[config.mk]
export PLATFORM = sky130hd
export DESIGN_NAME = atu_trap_unit
export DESIGN_NICKNAME = d
export VERILOG_FILES = /design/src/atu_pkg.sv /design/src/atu_trap_unit.sv
export VERILOG_INCLUDE_DIRS = /design/src
export SDC_FILE = /design/constraint.sdc
export NUM_CORES = 1
export LEC_CHECK = 0
export BUFFER_PORTS_ARGS = -buffer_cell sky130_fd_sc_hd__clkbuf_2
export CAP_MARGIN = 20
export CORE_AREA = 5 5 239 241
export CTS_BUF_LIST = sky130_fd_sc_hd__clkbuf_16
export DETAILED_ROUTE_END_ITERATION = 10
export DIE_AREA = 0 0 244 246
export SYNTH_ARGS = -nofsm -noshare
export SYNTH_HDL_FRONTEND = slang
export SYNTH_SLANG_ARGS = --single-unit
[constraint.sdc]
create_clock -name i_mclk -period 2.3 [get_ports i_mclk]
set_clock_uncertainty 0.05 [all_clocks]
set_input_delay 0.69 -clock i_mclk [delete_from_list [all_inputs] [get_ports i_mclk]]
set_output_delay 0.69 -clock i_mclk [all_outputs]
set_load 0.01 [all_outputs]
[src/atu_consts.svh]
`ifndef ATU_CONSTS_SVH
`define ATU_CONSTS_SVH
// register byte offsets
`define ATU_OFS_CTRL 12'h000
`define ATU_OFS_FLAGS 12'h004
`define ATU_OFS_CAUSE 12'h008
`define ATU_OFS_VEC 12'h00c
`define ATU_OFS_RETPC 12'h010
`define ATU_OFS_STAT 12'h014
// ctrl field positions
`define ATU_C_IVE 0
`define ATU_C_DZE 1
`define ATU_C_FE 2
`define ATU_C_FUE 3
`define ATU_C_INE 4
`define ATU_C_TR 5
`define ATU_C_SEQ 6
`define ATU_C_TTC 7
// flag positions
`define ATU_F_AIV 0
`define ATU_F_SIV 1
`define ATU_F_ADZ 2
`define ATU_F_SDZ 3
`define ATU_F_FDZ 4
`define ATU_F_OV 5
`define ATU_F_UN 6
`define ATU_F_RO 7
`define ATU_F_FIN 8
// handler pointer addresses
`define ATU_VEC_ARITH 32'h0000_0044
`define ATU_VEC_TRACE 32'h0000_0040
// cause byte values
`define ATU_CLS_ITRACE 8'h00
`define ATU_CLS_TTC 8'h04
`define ATU_CLS_TINIT 8'h08
`define ATU_Q_CREATE 8'h00
`define ATU_Q_JOIN 8'h01
`define ATU_Q_WFORK 8'h02
`define ATU_Q_IDLE 8'h03
// native reserved operand, ieee specials, mul64 kept bits and bus responses
`define ATU_ROP 64'h8000_0000_0000_0000
`define ATU_NAN 64'h7ff8_0000_0000_0000
`define ATU_INF 64'h7ff0_0000_0000_0000
`define ATU_MUL_OK 53
`define ATU_RESP_OK 2'b00
`define ATU_RESP_ERR 2'b10
`endif

[src/atu_pkg.sv]
package atu_pkg;
  typedef enum logic [2:0] {
    ATU_IDLE = 3'b000,
    ATU_DRAIN = 3'b001,
    ATU_PUSH = 3'b011,
    ATU_VECT = 3'b010
  } atu_state_e;
  // arithmetic op report from the execution units
  typedef struct packed {
    logic valid;
    logic ieee;
    logic scalar;
    logic is_float;
    logic ovf;
    logic divzero;
    logic exp_ovf;
    logic exp_unf;
    logic mul64;
    logic intrinsic_err;
    logic [63:0] in_a;
    logic [63:0] in_b;
    logic [63:0] raw_result;
    logic [63:0] dividend;
  } atu_op_s;
  // thread events from the sequencer
  typedef struct packed {
    logic retired;
    logic [31:0] next_pc;
    logic join_op;
    logic wfork_op;
    logic idle_op;
    logic fork_taken;
    logic fork_watch;
    logic fork_init;
    logic [31:0] fork_pc;
  } atu_thr_s;
endpackage : atu_pkg

[src/atu_trap_unit.sv]
// Design decisions made here: the placing of the registers and the AXI4-Lite interface to the registers.
`timescale 1ns/100ps
`default_nettype none
`include "atu_consts.svh"
module atu_trap_unit
  import atu_pkg::*;
(
  input wire logic i_mclk,
  input wire logic i_rst_b,
  input wire atu_op_s i_op,
  input wire atu_thr_s i_thr,
  input wire logic i_pipe_empty,
  input wire logic i_mach_exc,
  input wire logic i_sys_exc,
  input wire logic i_intr_pend,
  input wire logic i_frame_done,
  output logic [63:0] o_result,
  output logic o_stop_issue,
  output logic o_push_frame,
  output logic o_clear_sw,
  output logic [31:0] o_ret_pc,
  output logic [31:0] o_vec_addr,
  output logic o_vector,
  output logic [1:0] o_exc_class,
  output logic o_keep_thread,
  output logic [31:0] o_cause,
  input wire logic [11:0] s_axi_awaddr,
  input wire logic s_axi_awvalid,
  output logic s_axi_awready,
  input wire logic [31:0] s_axi_wdata,
  input wire logic [3:0] s_axi_wstrb,
  input wire logic s_axi_wvalid,
  output logic s_axi_wready,
  output logic [1:0] s_axi_bresp,
  output logic s_axi_bvalid,
  input wire logic s_axi_bready,
  input wire logic [11:0] s_axi_araddr,
  input wire logic s_axi_arvalid,
  output logic s_axi_arready,
  output logic [31:0] s_axi_rdata,
  output logic [1:0] s_axi_rresp,
  output logic s_axi_rvalid,
  input wire logic s_axi_rready
);

  // native reserved operand: sign 1, exponent 0
  function automatic logic is_rop(input logic [63:0] v);
    is_rop = v[63] && (v[62:52] == 11'h000);
  endfunction : is_rop

  // ieee nan or infinity: exponent all ones
  function automatic logic is_special(input logic [63:0] v);
    is_special = (v[62:52] == 11'h7ff);
  endfunction : is_special

  logic [7:0] ctrl_r, ctrl_nxt;
  logic [8:0] flags_r, flags_nxt;
  logic [31:0] cause_r, cause_nxt;
  logic [31:0] vec_r, vec_nxt;
  logic [31:0] retpc_r, retpc_nxt;
  logic [63:0] res_r, res_nxt;
  logic [1:0] cls_r, cls_nxt;
  logic stop_r, stop_nxt, push_r, push_nxt, clr_r, clr_nxt;
  logic vecp_r, vecp_nxt, keep_r, keep_nxt;
  atu_state_e st_r, st_nxt;
  logic aw_r, aw_nxt, w_r, w_nxt, b_r, b_nxt;
  logic [11:0] awa_r, awa_nxt;
  logic [31:0] wd_r, wd_nxt;
  logic ar_r, ar_nxt, r_r, r_nxt;
  logic [31:0] rd_r, rd_nxt;
  logic [1:0] bresp_r, bresp_nxt, rresp_r, rresp_nxt;
  logic awrdy_r, awrdy_nxt, wrdy_r, wrdy_nxt;

  logic [8:0] ev;
  logic [8:0] en_mask;
  logic trap_req;
  logic a_rop, a_spec;

  // per-op flag events and result substitution
  always_comb begin
    ev = 9'h000;
    res_nxt = res_r;
    a_rop = !i_op.ieee && (is_rop(i_op.in_a) || is_rop(i_op.in_b));
    a_spec = i_op.ieee && (is_special(i_op.in_a) ||
                           is_special(i_op.in_b));
    if (i_op.valid) begin
      res_nxt = i_op.raw_result;
      if (i_op.ovf && !i_op.is_float) begin
        ev[i_op.scalar ? `ATU_F_SIV : `ATU_F_AIV] = 1'b1;
        if (i_op.mul64) begin
          res_nxt = {{(64-`ATU_MUL_OK){1'b0}},
                     i_op.raw_result[`ATU_MUL_OK-1:0]};
        end
      end
      if (i_op.divzero && !i_op.is_float) begin
        ev[i_op.scalar ? `ATU_F_SDZ : `ATU_F_ADZ] = 1'b1;
        res_nxt = i_op.dividend;
      end
      if (i_op.divzero && i_op.is_float) begin
        ev[`ATU_F_FDZ] = 1'b1;
        res_nxt = i_op.ieee ? `ATU_NAN : `ATU_ROP;
      end
      if (i_op.exp_ovf) begin
        ev[`ATU_F_OV] = 1'b1;
        res_nxt = i_op.ieee ? `ATU_INF : `ATU_ROP;
      end
      if (i_op.exp_unf) begin
        ev[`ATU_F_UN] = 1'b1;
        res_nxt = 64'h0000_0000_0000_0000;
      end
      if (a_rop && i_op.is_float) begin
        ev[`ATU_F_RO] = 1'b1;
        res_nxt = `ATU_ROP;
      end
      if (a_spec && i_op.is_float) begin
        ev[`ATU_F_RO] = 1'b1;
      end
      if (i_op.intrinsic_err) begin
        ev[`ATU_F_FIN] = 1'b1;
      end
    end
  end

  always_comb begin
    en_mask = 9'h000;
    en_mask[`ATU_F_AIV] = ctrl_r[`ATU_C_IVE];
    en_mask[`ATU_F_SIV] = ctrl_r[`ATU_C_IVE];
    en_mask[`ATU_F_ADZ] = ctrl_r[`ATU_C_DZE];
    en_mask[`ATU_F_SDZ] = ctrl_r[`ATU_C_DZE];
    en_mask[`ATU_F_OV] = ctrl_r[`ATU_C_FE];
    en_mask[`ATU_F_RO] = ctrl_r[`ATU_C_FE];
    en_mask[`ATU_F_FDZ] = ctrl_r[`ATU_C_FE];
    en_mask[`ATU_F_UN] = ctrl_r[`ATU_C_FUE];
    en_mask[`ATU_F_FIN] = ctrl_r[`ATU_C_INE];
  end
  assign trap_req = |(flags_r & en_mask);

  // trap sequencer and bus slave next state
  always_comb begin
    st_nxt = st_r;
    flags_nxt = flags_r;
    ctrl_nxt = ctrl_r;
    cause_nxt = cause_r;
    vec_nxt = vec_r;
    retpc_nxt = retpc_r;
    cls_nxt = cls_r;
    stop_nxt = stop_r;
    push_nxt = 1'b0;
    clr_nxt = 1'b0;
    vecp_nxt = 1'b0;
    keep_nxt = keep_r;
    aw_nxt = aw_r;
    w_nxt = w_r;
    b_nxt = b_r;
    awa_nxt = awa_r;
    wd_nxt = wd_r;
    ar_nxt = 1'b0;
    r_nxt = r_r;
    rd_nxt = rd_r;
    bresp_nxt = bresp_r;
    rresp_nxt = rresp_r;
    // write address and data taken in either order
    if (s_axi_awvalid && !aw_r && !b_r) begin
      aw_nxt = 1'b1;
      awa_nxt = s_axi_awaddr;
    end
    if (s_axi_wvalid && !w_r && !b_r) begin
      w_nxt = 1'b1;
      wd_nxt = s_axi_wdata;
    end
    if (aw_r && w_r && !b_r) begin
      b_nxt = 1'b1;
      aw_nxt = 1'b0;
      w_nxt = 1'b0;
      bresp_nxt = `ATU_RESP_OK;
      case (awa_r)
        `ATU_OFS_CTRL: begin
          if (s_axi_wstrb[0]) begin
            ctrl_nxt = wd_r[7:0];
          end
        end
        `ATU_OFS_FLAGS: begin
          flags_nxt = flags_r & ~wd_r[8:0];
        end
        `ATU_OFS_CAUSE, `ATU_OFS_VEC, `ATU_OFS_RETPC,
        `ATU_OFS_STAT: begin
          bresp_nxt = `ATU_RESP_OK;
        end
        default: begin
          bresp_nxt = `ATU_RESP_ERR;
        end
      endcase
    end
    if (b_r && s_axi_bready) begin
      b_nxt = 1'b0;
    end
    // readys registered so the ports come from flops
    awrdy_nxt = !aw_nxt && !b_nxt;
    wrdy_nxt = !w_nxt && !b_nxt;
    flags_nxt = flags_nxt | ev;
    // ready offered for one cycle; data only after the handshake
    if (s_axi_arvalid && !r_r && !ar_r) begin
      ar_nxt = 1'b1;
    end
    if (s_axi_arvalid && ar_r) begin
      r_nxt = 1'b1;
      rresp_nxt = `ATU_RESP_OK;
      case (s_axi_araddr)
        `ATU_OFS_CTRL: rd_nxt = {24'h000000, ctrl_r};
        `ATU_OFS_FLAGS: rd_nxt = {23'h000000, flags_r};
        `ATU_OFS_CAUSE: rd_nxt = cause_r;
        `ATU_OFS_VEC: rd_nxt = vec_r;
        `ATU_OFS_RETPC: rd_nxt = retpc_r;
        `ATU_OFS_STAT: rd_nxt = {29'h00000000, st_r};
        default: begin
          rd_nxt = 32'h0000_0000;
          rresp_nxt = `ATU_RESP_ERR;
        end
      endcase
    end
    if (r_r && s_axi_rready) begin
      r_nxt = 1'b0;
    end
    case (st_r)
      ATU_IDLE: begin
        keep_nxt = 1'b0;
        if (i_mach_exc) begin
          cls_nxt = 2'b11;
        end else if (i_sys_exc) begin
          cls_nxt = 2'b10;
        end else if (trap_req) begin
          stop_nxt = 1'b1;
          cls_nxt = 2'b01;
          vec_nxt = `ATU_VEC_ARITH;
          st_nxt = ATU_DRAIN;
        end else if (i_thr.retired && ctrl_r[`ATU_C_TR]) begin
          stop_nxt = 1'b1;
          cls_nxt = 2'b01;
          vec_nxt = `ATU_VEC_TRACE;
          cause_nxt = {`ATU_CLS_ITRACE, 8'h00, 16'h0000};
          retpc_nxt = i_thr.next_pc;
          st_nxt = ATU_DRAIN;
        end else if (i_thr.retired && ctrl_r[`ATU_C_TTC] &&
                     (i_thr.join_op || i_thr.wfork_op ||
                      i_thr.idle_op)) begin
          // trap before idle loop, keep thread
          stop_nxt = 1'b1;
          keep_nxt = 1'b1;
          cls_nxt = 2'b01;
          vec_nxt = `ATU_VEC_TRACE;
          cause_nxt = {i_thr.join_op ? `ATU_Q_JOIN :
                       i_thr.wfork_op ? `ATU_Q_WFORK : `ATU_Q_IDLE,
                       `ATU_CLS_TTC, 16'h0000};
          retpc_nxt = i_thr.next_pc;
          st_nxt = ATU_DRAIN;
        end else if (i_thr.fork_taken &&
                     (i_thr.fork_watch || i_thr.fork_init)) begin
          stop_nxt = 1'b1;
          cls_nxt = 2'b01;
          vec_nxt = `ATU_VEC_TRACE;
          cause_nxt = i_thr.fork_watch ?
                      {`ATU_Q_CREATE, `ATU_CLS_TTC, 16'h0000} :
                      {8'h00, `ATU_CLS_TINIT, 16'h0000};
          retpc_nxt = i_thr.fork_pc;
          st_nxt = ATU_DRAIN;
        end else begin
          cls_nxt = 2'b00;
        end
        if (trap_req && !i_mach_exc && !i_sys_exc) begin
          retpc_nxt = i_thr.next_pc;
        end
      end
      ATU_DRAIN: begin
        if (i_pipe_empty && !i_intr_pend && !i_mach_exc &&
            !i_sys_exc) begin
          push_nxt = 1'b1;
          st_nxt = ATU_PUSH;
        end
      end
      ATU_PUSH: begin
        push_nxt = !i_frame_done;
        if (i_frame_done) begin
          clr_nxt = (vec_r == `ATU_VEC_ARITH);
          st_nxt = ATU_VECT;
        end
      end
      ATU_VECT: begin
        vecp_nxt = 1'b1;
        stop_nxt = 1'b0;
        if (vec_r == `ATU_VEC_ARITH) begin
          flags_nxt = ev;
        end
        st_nxt = ATU_IDLE;
      end
      default: begin
        st_nxt = ATU_IDLE;
      end
    endcase
  end

  // register all state
  always_ff @(posedge i_mclk or negedge i_rst_b) begin
    if (!i_rst_b) begin
      st_r <= ATU_IDLE;
      ctrl_r <= 8'h00;
      flags_r <= 9'h000;
      cause_r <= 32'h0000_0000;
      vec_r <= 32'h0000_0000;
      retpc_r <= 32'h0000_0000;
      res_r <= 64'h0000_0000_0000_0000;
      cls_r <= 2'b00;
      stop_r <= 1'b0;
      push_r <= 1'b0;
      clr_r <= 1'b0;
      vecp_r <= 1'b0;
      keep_r <= 1'b0;
      aw_r <= 1'b0;
      w_r <= 1'b0;
      b_r <= 1'b0;
      awa_r <= 12'h000;
      wd_r <= 32'h0000_0000;
      ar_r <= 1'b0;
      r_r <= 1'b0;
      rd_r <= 32'h0000_0000;
      bresp_r <= 2'b00;
      rresp_r <= 2'b00;
      awrdy_r <= 1'b1;
      wrdy_r <= 1'b1;
    end else begin
      st_r <= st_nxt;
      ctrl_r <= ctrl_nxt;
      flags_r <= flags_nxt;
      cause_r <= cause_nxt;
      vec_r <= vec_nxt;
      retpc_r <= retpc_nxt;
      res_r <= res_nxt;
      cls_r <= cls_nxt;
      stop_r <= stop_nxt;
      push_r <= push_nxt;
      clr_r <= clr_nxt;
      vecp_r <= vecp_nxt;
      keep_r <= keep_nxt;
      aw_r <= aw_nxt;
      w_r <= w_nxt;
      b_r <= b_nxt;
      awa_r <= awa_nxt;
      wd_r <= wd_nxt;
      ar_r <= ar_nxt;
      r_r <= r_nxt;
      rd_r <= rd_nxt;
      bresp_r <= bresp_nxt;
      rresp_r <= rresp_nxt;
      awrdy_r <= awrdy_nxt;
      wrdy_r <= wrdy_nxt;
    end
  end

  // outputs straight from flops
  assign o_result = res_r;
  assign o_stop_issue = stop_r;
  assign o_push_frame = push_r;
  assign o_clear_sw = clr_r;
  assign o_ret_pc = retpc_r;
  assign o_vec_addr = vec_r;
  assign o_vector = vecp_r;
  assign o_exc_class = cls_r;
  assign o_keep_thread = keep_r;
  assign o_cause = cause_r;
  // ready only while slot free, so no write is lost
  assign s_axi_awready = awrdy_r;
  assign s_axi_wready = wrdy_r;
  assign s_axi_bvalid = b_r;
  assign s_axi_bresp = bresp_r;
  assign s_axi_arready = ar_r;
  assign s_axi_rvalid = r_r;
  assign s_axi_rdata = rd_r;
  assign s_axi_rresp = rresp_r;

  chk_push_drained: assert property (@(posedge i_mclk)
    disable iff (!i_rst_b)
    (st_r == ATU_DRAIN && st_nxt == ATU_PUSH) |-> i_pipe_empty)
    else $error("frame pushed before drain");
  chk_flag_sticky: assert property (@(posedge i_mclk)
    disable iff (!i_rst_b)
    (flags_r[`ATU_F_UN] && !(b_r == 1'b0 && aw_r && w_r) &&
     st_r == ATU_IDLE) |=> flags_r[`ATU_F_UN])
    else $error("flag lost");
  chk_unf_zero: assert property (@(posedge i_mclk)
    disable iff (!i_rst_b)
    (i_op.valid && i_op.exp_unf && !i_op.divzero && !a_rop) |=>
    (o_result == 64'h0 && flags_r[`ATU_F_UN]))
    else $error("underflow not zeroed");
  chk_div_dividend: assert property (@(posedge i_mclk)
    disable iff (!i_rst_b)
    (i_op.valid && i_op.divzero && !i_op.is_float &&
     !i_op.exp_ovf && !i_op.exp_unf) |=> o_result == $past(i_op.dividend))
    else $error("quotient not dividend");
  chk_stop_drain: assert property (@(posedge i_mclk)
    disable iff (!i_rst_b)
    (st_r == ATU_DRAIN) |-> o_stop_issue)
    else $error("issue not stopped");
  chk_arith_vec: assert property (@(posedge i_mclk)
    disable iff (!i_rst_b)
    (st_r == ATU_IDLE && trap_req && !i_mach_exc && !i_sys_exc) |=>
    (o_vec_addr == `ATU_VEC_ARITH))
    else $error("wrong arith vector");
  chk_clear_sw: assert property (@(posedge i_mclk)
    disable iff (!i_rst_b)
    o_clear_sw |-> $past(st_r) == ATU_PUSH)
    else $error("clear out of order");
  chk_mach_prio: assert property (@(posedge i_mclk)
    disable iff (!i_rst_b)
    (st_r == ATU_IDLE && i_mach_exc) |=> o_exc_class == 2'b11)
    else $error("machine not first");
endmodule : atu_trap_unit
`default_nettype wire

==> results.md <==
- Mean cell area of the mapped netlist: 9.90 um^2
- Die outline area: 60000 um^2
- Library cells used by synthesis: 59
- Proportion of synthesized chip area in sequential cells: 0.459
- Post-place instance area: 13500 um^2
- Cell-internal power: 6.85 mW
- Setup TNS: 0 ps
- Endpoints failing setup: 0
- Share of the cycle needed by the critical path after routing: 0.937
- First-pass GRT wire length: 64.6 mm
- Commonest non-fill, non-tap cells in the layout: 425 x clkbuf_2, 188 x dfrtp_1, 112 x inv_1
- Worst slack, placed: -196 ps
- Startpoint of the lowest-slack register-to-register path: flags_r[7]
- Routed wire length: 44.1 mm
- Max Fanout on Critical Path: 32
- Number of pins exceeding their max-slew limit in the final report: 0
- Initial Util: 0.190
- Number of nets in the finished design: 1866
- Area of the placeable core: 54700 um^2
- Ports placed on the boundary: 617
- Run status: finished, final reports clean
- Port bufs: 426
- Net Sw Frac: 0.363
- Minimum setup slack in the final design: 144 ps
- Number of buffers created by CTS: 17
- Wirelength per Cell: 20.3 um
- Post-route DRC violation count: 0
- Slew Limit Headroom: 0.468
- Synthesis warning total: 0
- Iteration-0 DRC count of the detailed router: 548
- Fmax: 0.464 GHz
- Most frequent standard cell in the layout excluding fill and tap cells: clkbuf_2
- Endpoint type of the worst setup path: flop
- Pre-antenna DRT Iters: 5
- Flip-flop and latch count after synthesis: 190
- Vias: 9875
- Post-Synthesis Cells: 1047
- Grt total ovfl: 0
- Via count of the first global-routing pass: 10300
- Antenna violations before repair: 8
- CTS resizes: 0
- Leakage dissipation: 6.53 nW
- Most common flop cell mapped by yosys: dfrtp_1
- Vias per std cell: 4.54
- Clock tree from TritonCTS: yes
- Tightest Pin Transition: 789 ps
- Number of synthesized flops with an enable pin: 0
- Area growth, synth to finish: 35.8%
- Clock buffer depth: 2
- Half-perimeter wire length of the detailed placement result: 34.5 mm
- WHS: 87.5 ps
- Reg power frac: 0.442
- Number of buffers inserted by post-CTS setup repair: 0
- Summed area of non-filler cells in the final layout: 14100 um^2
- Clock latency on the worst-skew pair: 490 ps
- Final Hold Violating Endpoints: 0
- Proportion of layout cells with a drive suffix above 1: 0.390
- IR Drop Worst-Case VDD: 0.582 mV
- Class of the most critical setup path: flop to flop
- Tot Pwr: 10.7 mW
- Weighted congestion reported at the end of routability-driven placement: 0.933
- Syn Std Cell Area: 10400 um^2
- GRT Resource Usage Total: 0.142
- Remaining number of nets flagged by the antenna check after routing: 0
- FP Rows: 86
- Die X-Extent: 244 um
- Leading area contributor after synthesis: dfrtp_1
- Clock tree sinks: 190
- Post-CTS clock slew at the launch and capture registers of the worst setup and hold paths: 90 ps
- Required time worst endpoint: 2590 ps
- Total area of multi-input combinational cells: 4610 um^2
- Chip Height: 246 um
- Clock Tree Root: clkbuf_16
- Fillers: 5869
- Fraction of post-synthesis cell area in the top cell type by area: 0.454
- Count of H-tree levels built during CTS: 4
- Setup crit start: flags_r[7]
- Min Clock Period, post-route: 2160 ps
- Max Cap Violations: 0
- Async SR Flop Fraction: 1.00
- Top area cells in the synthesized netlist: dfrtp_1 45%, o32ai_1 5.3%, buf_4 4.6%, nand2b_1 4.2%, inv_1 4.1%
- P_sw: 3.90 mW
- CP startpoint kind: flop
- Logic pwr share: 0.260
- Area occupied by registers: 4760 um^2
- Signal arrival time at the worst endpoint: 2450 ps
- Setup repair after global routing missed its margin: false
- Hold/Removal Path Class: input pin to asynchronous set/reset pin
- Hold Buf Count CTS: 0
- Clock network power share: 0.299
- Largest net degree at the start of global routing: 61
- Power density over the cells: 763 nW/um^2
==> metrics by stage <==
stage / std cells / utilization
3_5_place_dp: 2142 / 0.246
6_report: 2175 / 0.258
5_1_grt: 2174 / 0.258
4_1_cts: 2174 / 0.258
2_1_floorplan: 1106 / -
3_3_place_gp: 2142 / 0.246
==> state kept, by name, indices dropped and copies added, names as in the netlist, 2 cells and up <==
signal / cells
o_cause: 4
o_result: 64
o_ret_pc: 32
o_exc_class: 2
st_r: 2
s_axi_rdata: 32
ctrl_r: 8
wd_r: 9
o_vec_addr: 2
flags_r: 9
awa_r: 12
==> power groups by stage <==
stage               Combinational, mW  Clock (mW)  Sequential (mW)
global placement                 2.75           0             4.81
detailed placement               2.82           0             4.84
floorplan                        1.37           0             4.70
global route                     3.07        3.49             4.85
CTS                              2.83        3.37             4.77
finish                           2.79        3.21             4.75
==> synth_stat cells, types with 3 or more instances <==
cell,number
nor2_1,14
a21oi_1,56
o21a_1,3
or3_1,3
mux2_2,32
nand3b_1,4
o21ai_0,22
nor2b_1,57
a22oi_1,6
a211oi_1,33
a31oi_1,3
or4_1,3
a31o_2,5
inv_1,112
o21ai_1,8
a32o_1,5
nand3_1,12
buf_2,23
o32ai_1,63
a221oi_1,42
mux2i_1,8
a21o_1,10
buf_4,63
clkbuf_1,63
a22o_1,24
or2_2,3
nand4_1,9
dfrtp_1,188
a2111oi_0,32
nor3_1,3
nor4_1,7
nand2b_1,70
a41oi_1,7
nand2_1,19
==> path summary, 6_finish.rpt <==
check                            endpoint  slack, ps  depth (start not counted)
setup reg to reg             o_ret_pc[19]        140                          5
setup / recovery             o_ret_pc[19]        140                          5
hold reg to reg            s_axi_bresp[1]        440                          1
min in group i_mclk          s_axi_rvalid        350                          2
hold / removal               o_ret_pc[13]         90                          1
max in group asynchronous   s_axi_awready       1450                          2
==> logic make-up after synthesis <==
kind of cell,count (synthesis),synth area share
AO/OA/AOI/OAI,330,0.242
buffers and inverters,264,0.123
flip-flops,190,0.459
multiplexers,42,0.0468
other,1,0.000362
AND/OR/NAND/NOR,220,0.129
==> critical path, cell delays in order, from the launching register on <==
cell	delay (ps)
dfrtp_1	440
o31ai_2	410
a41oi_2	220
buf_12	220
a2111oi_0	570
a211oi_1	100
==> area by class of cell <==
class	count	area share
clock buffers	17	0.0302
diodes	1	0.000178
multi-input cells	652	0.327
flip-flops and latches	190	0.338
repair buffers	484	0.198
clock inverters	15	0.0139
inverters	112	0.0299
well taps	704	0.0625
==> metal layers <==
metal	part of all wire	wire length, um	up-vias	track usage
li1	-	-	4537	-
met1	0.39	17400	4762	0.168
met2	0.48	21200	496	0.236
met3	0.093	4100	68	0.0536
met4	0.029	1300	12	0.0521
met5	0.0022	95	-	0
(Power assumes the default switching activity.)
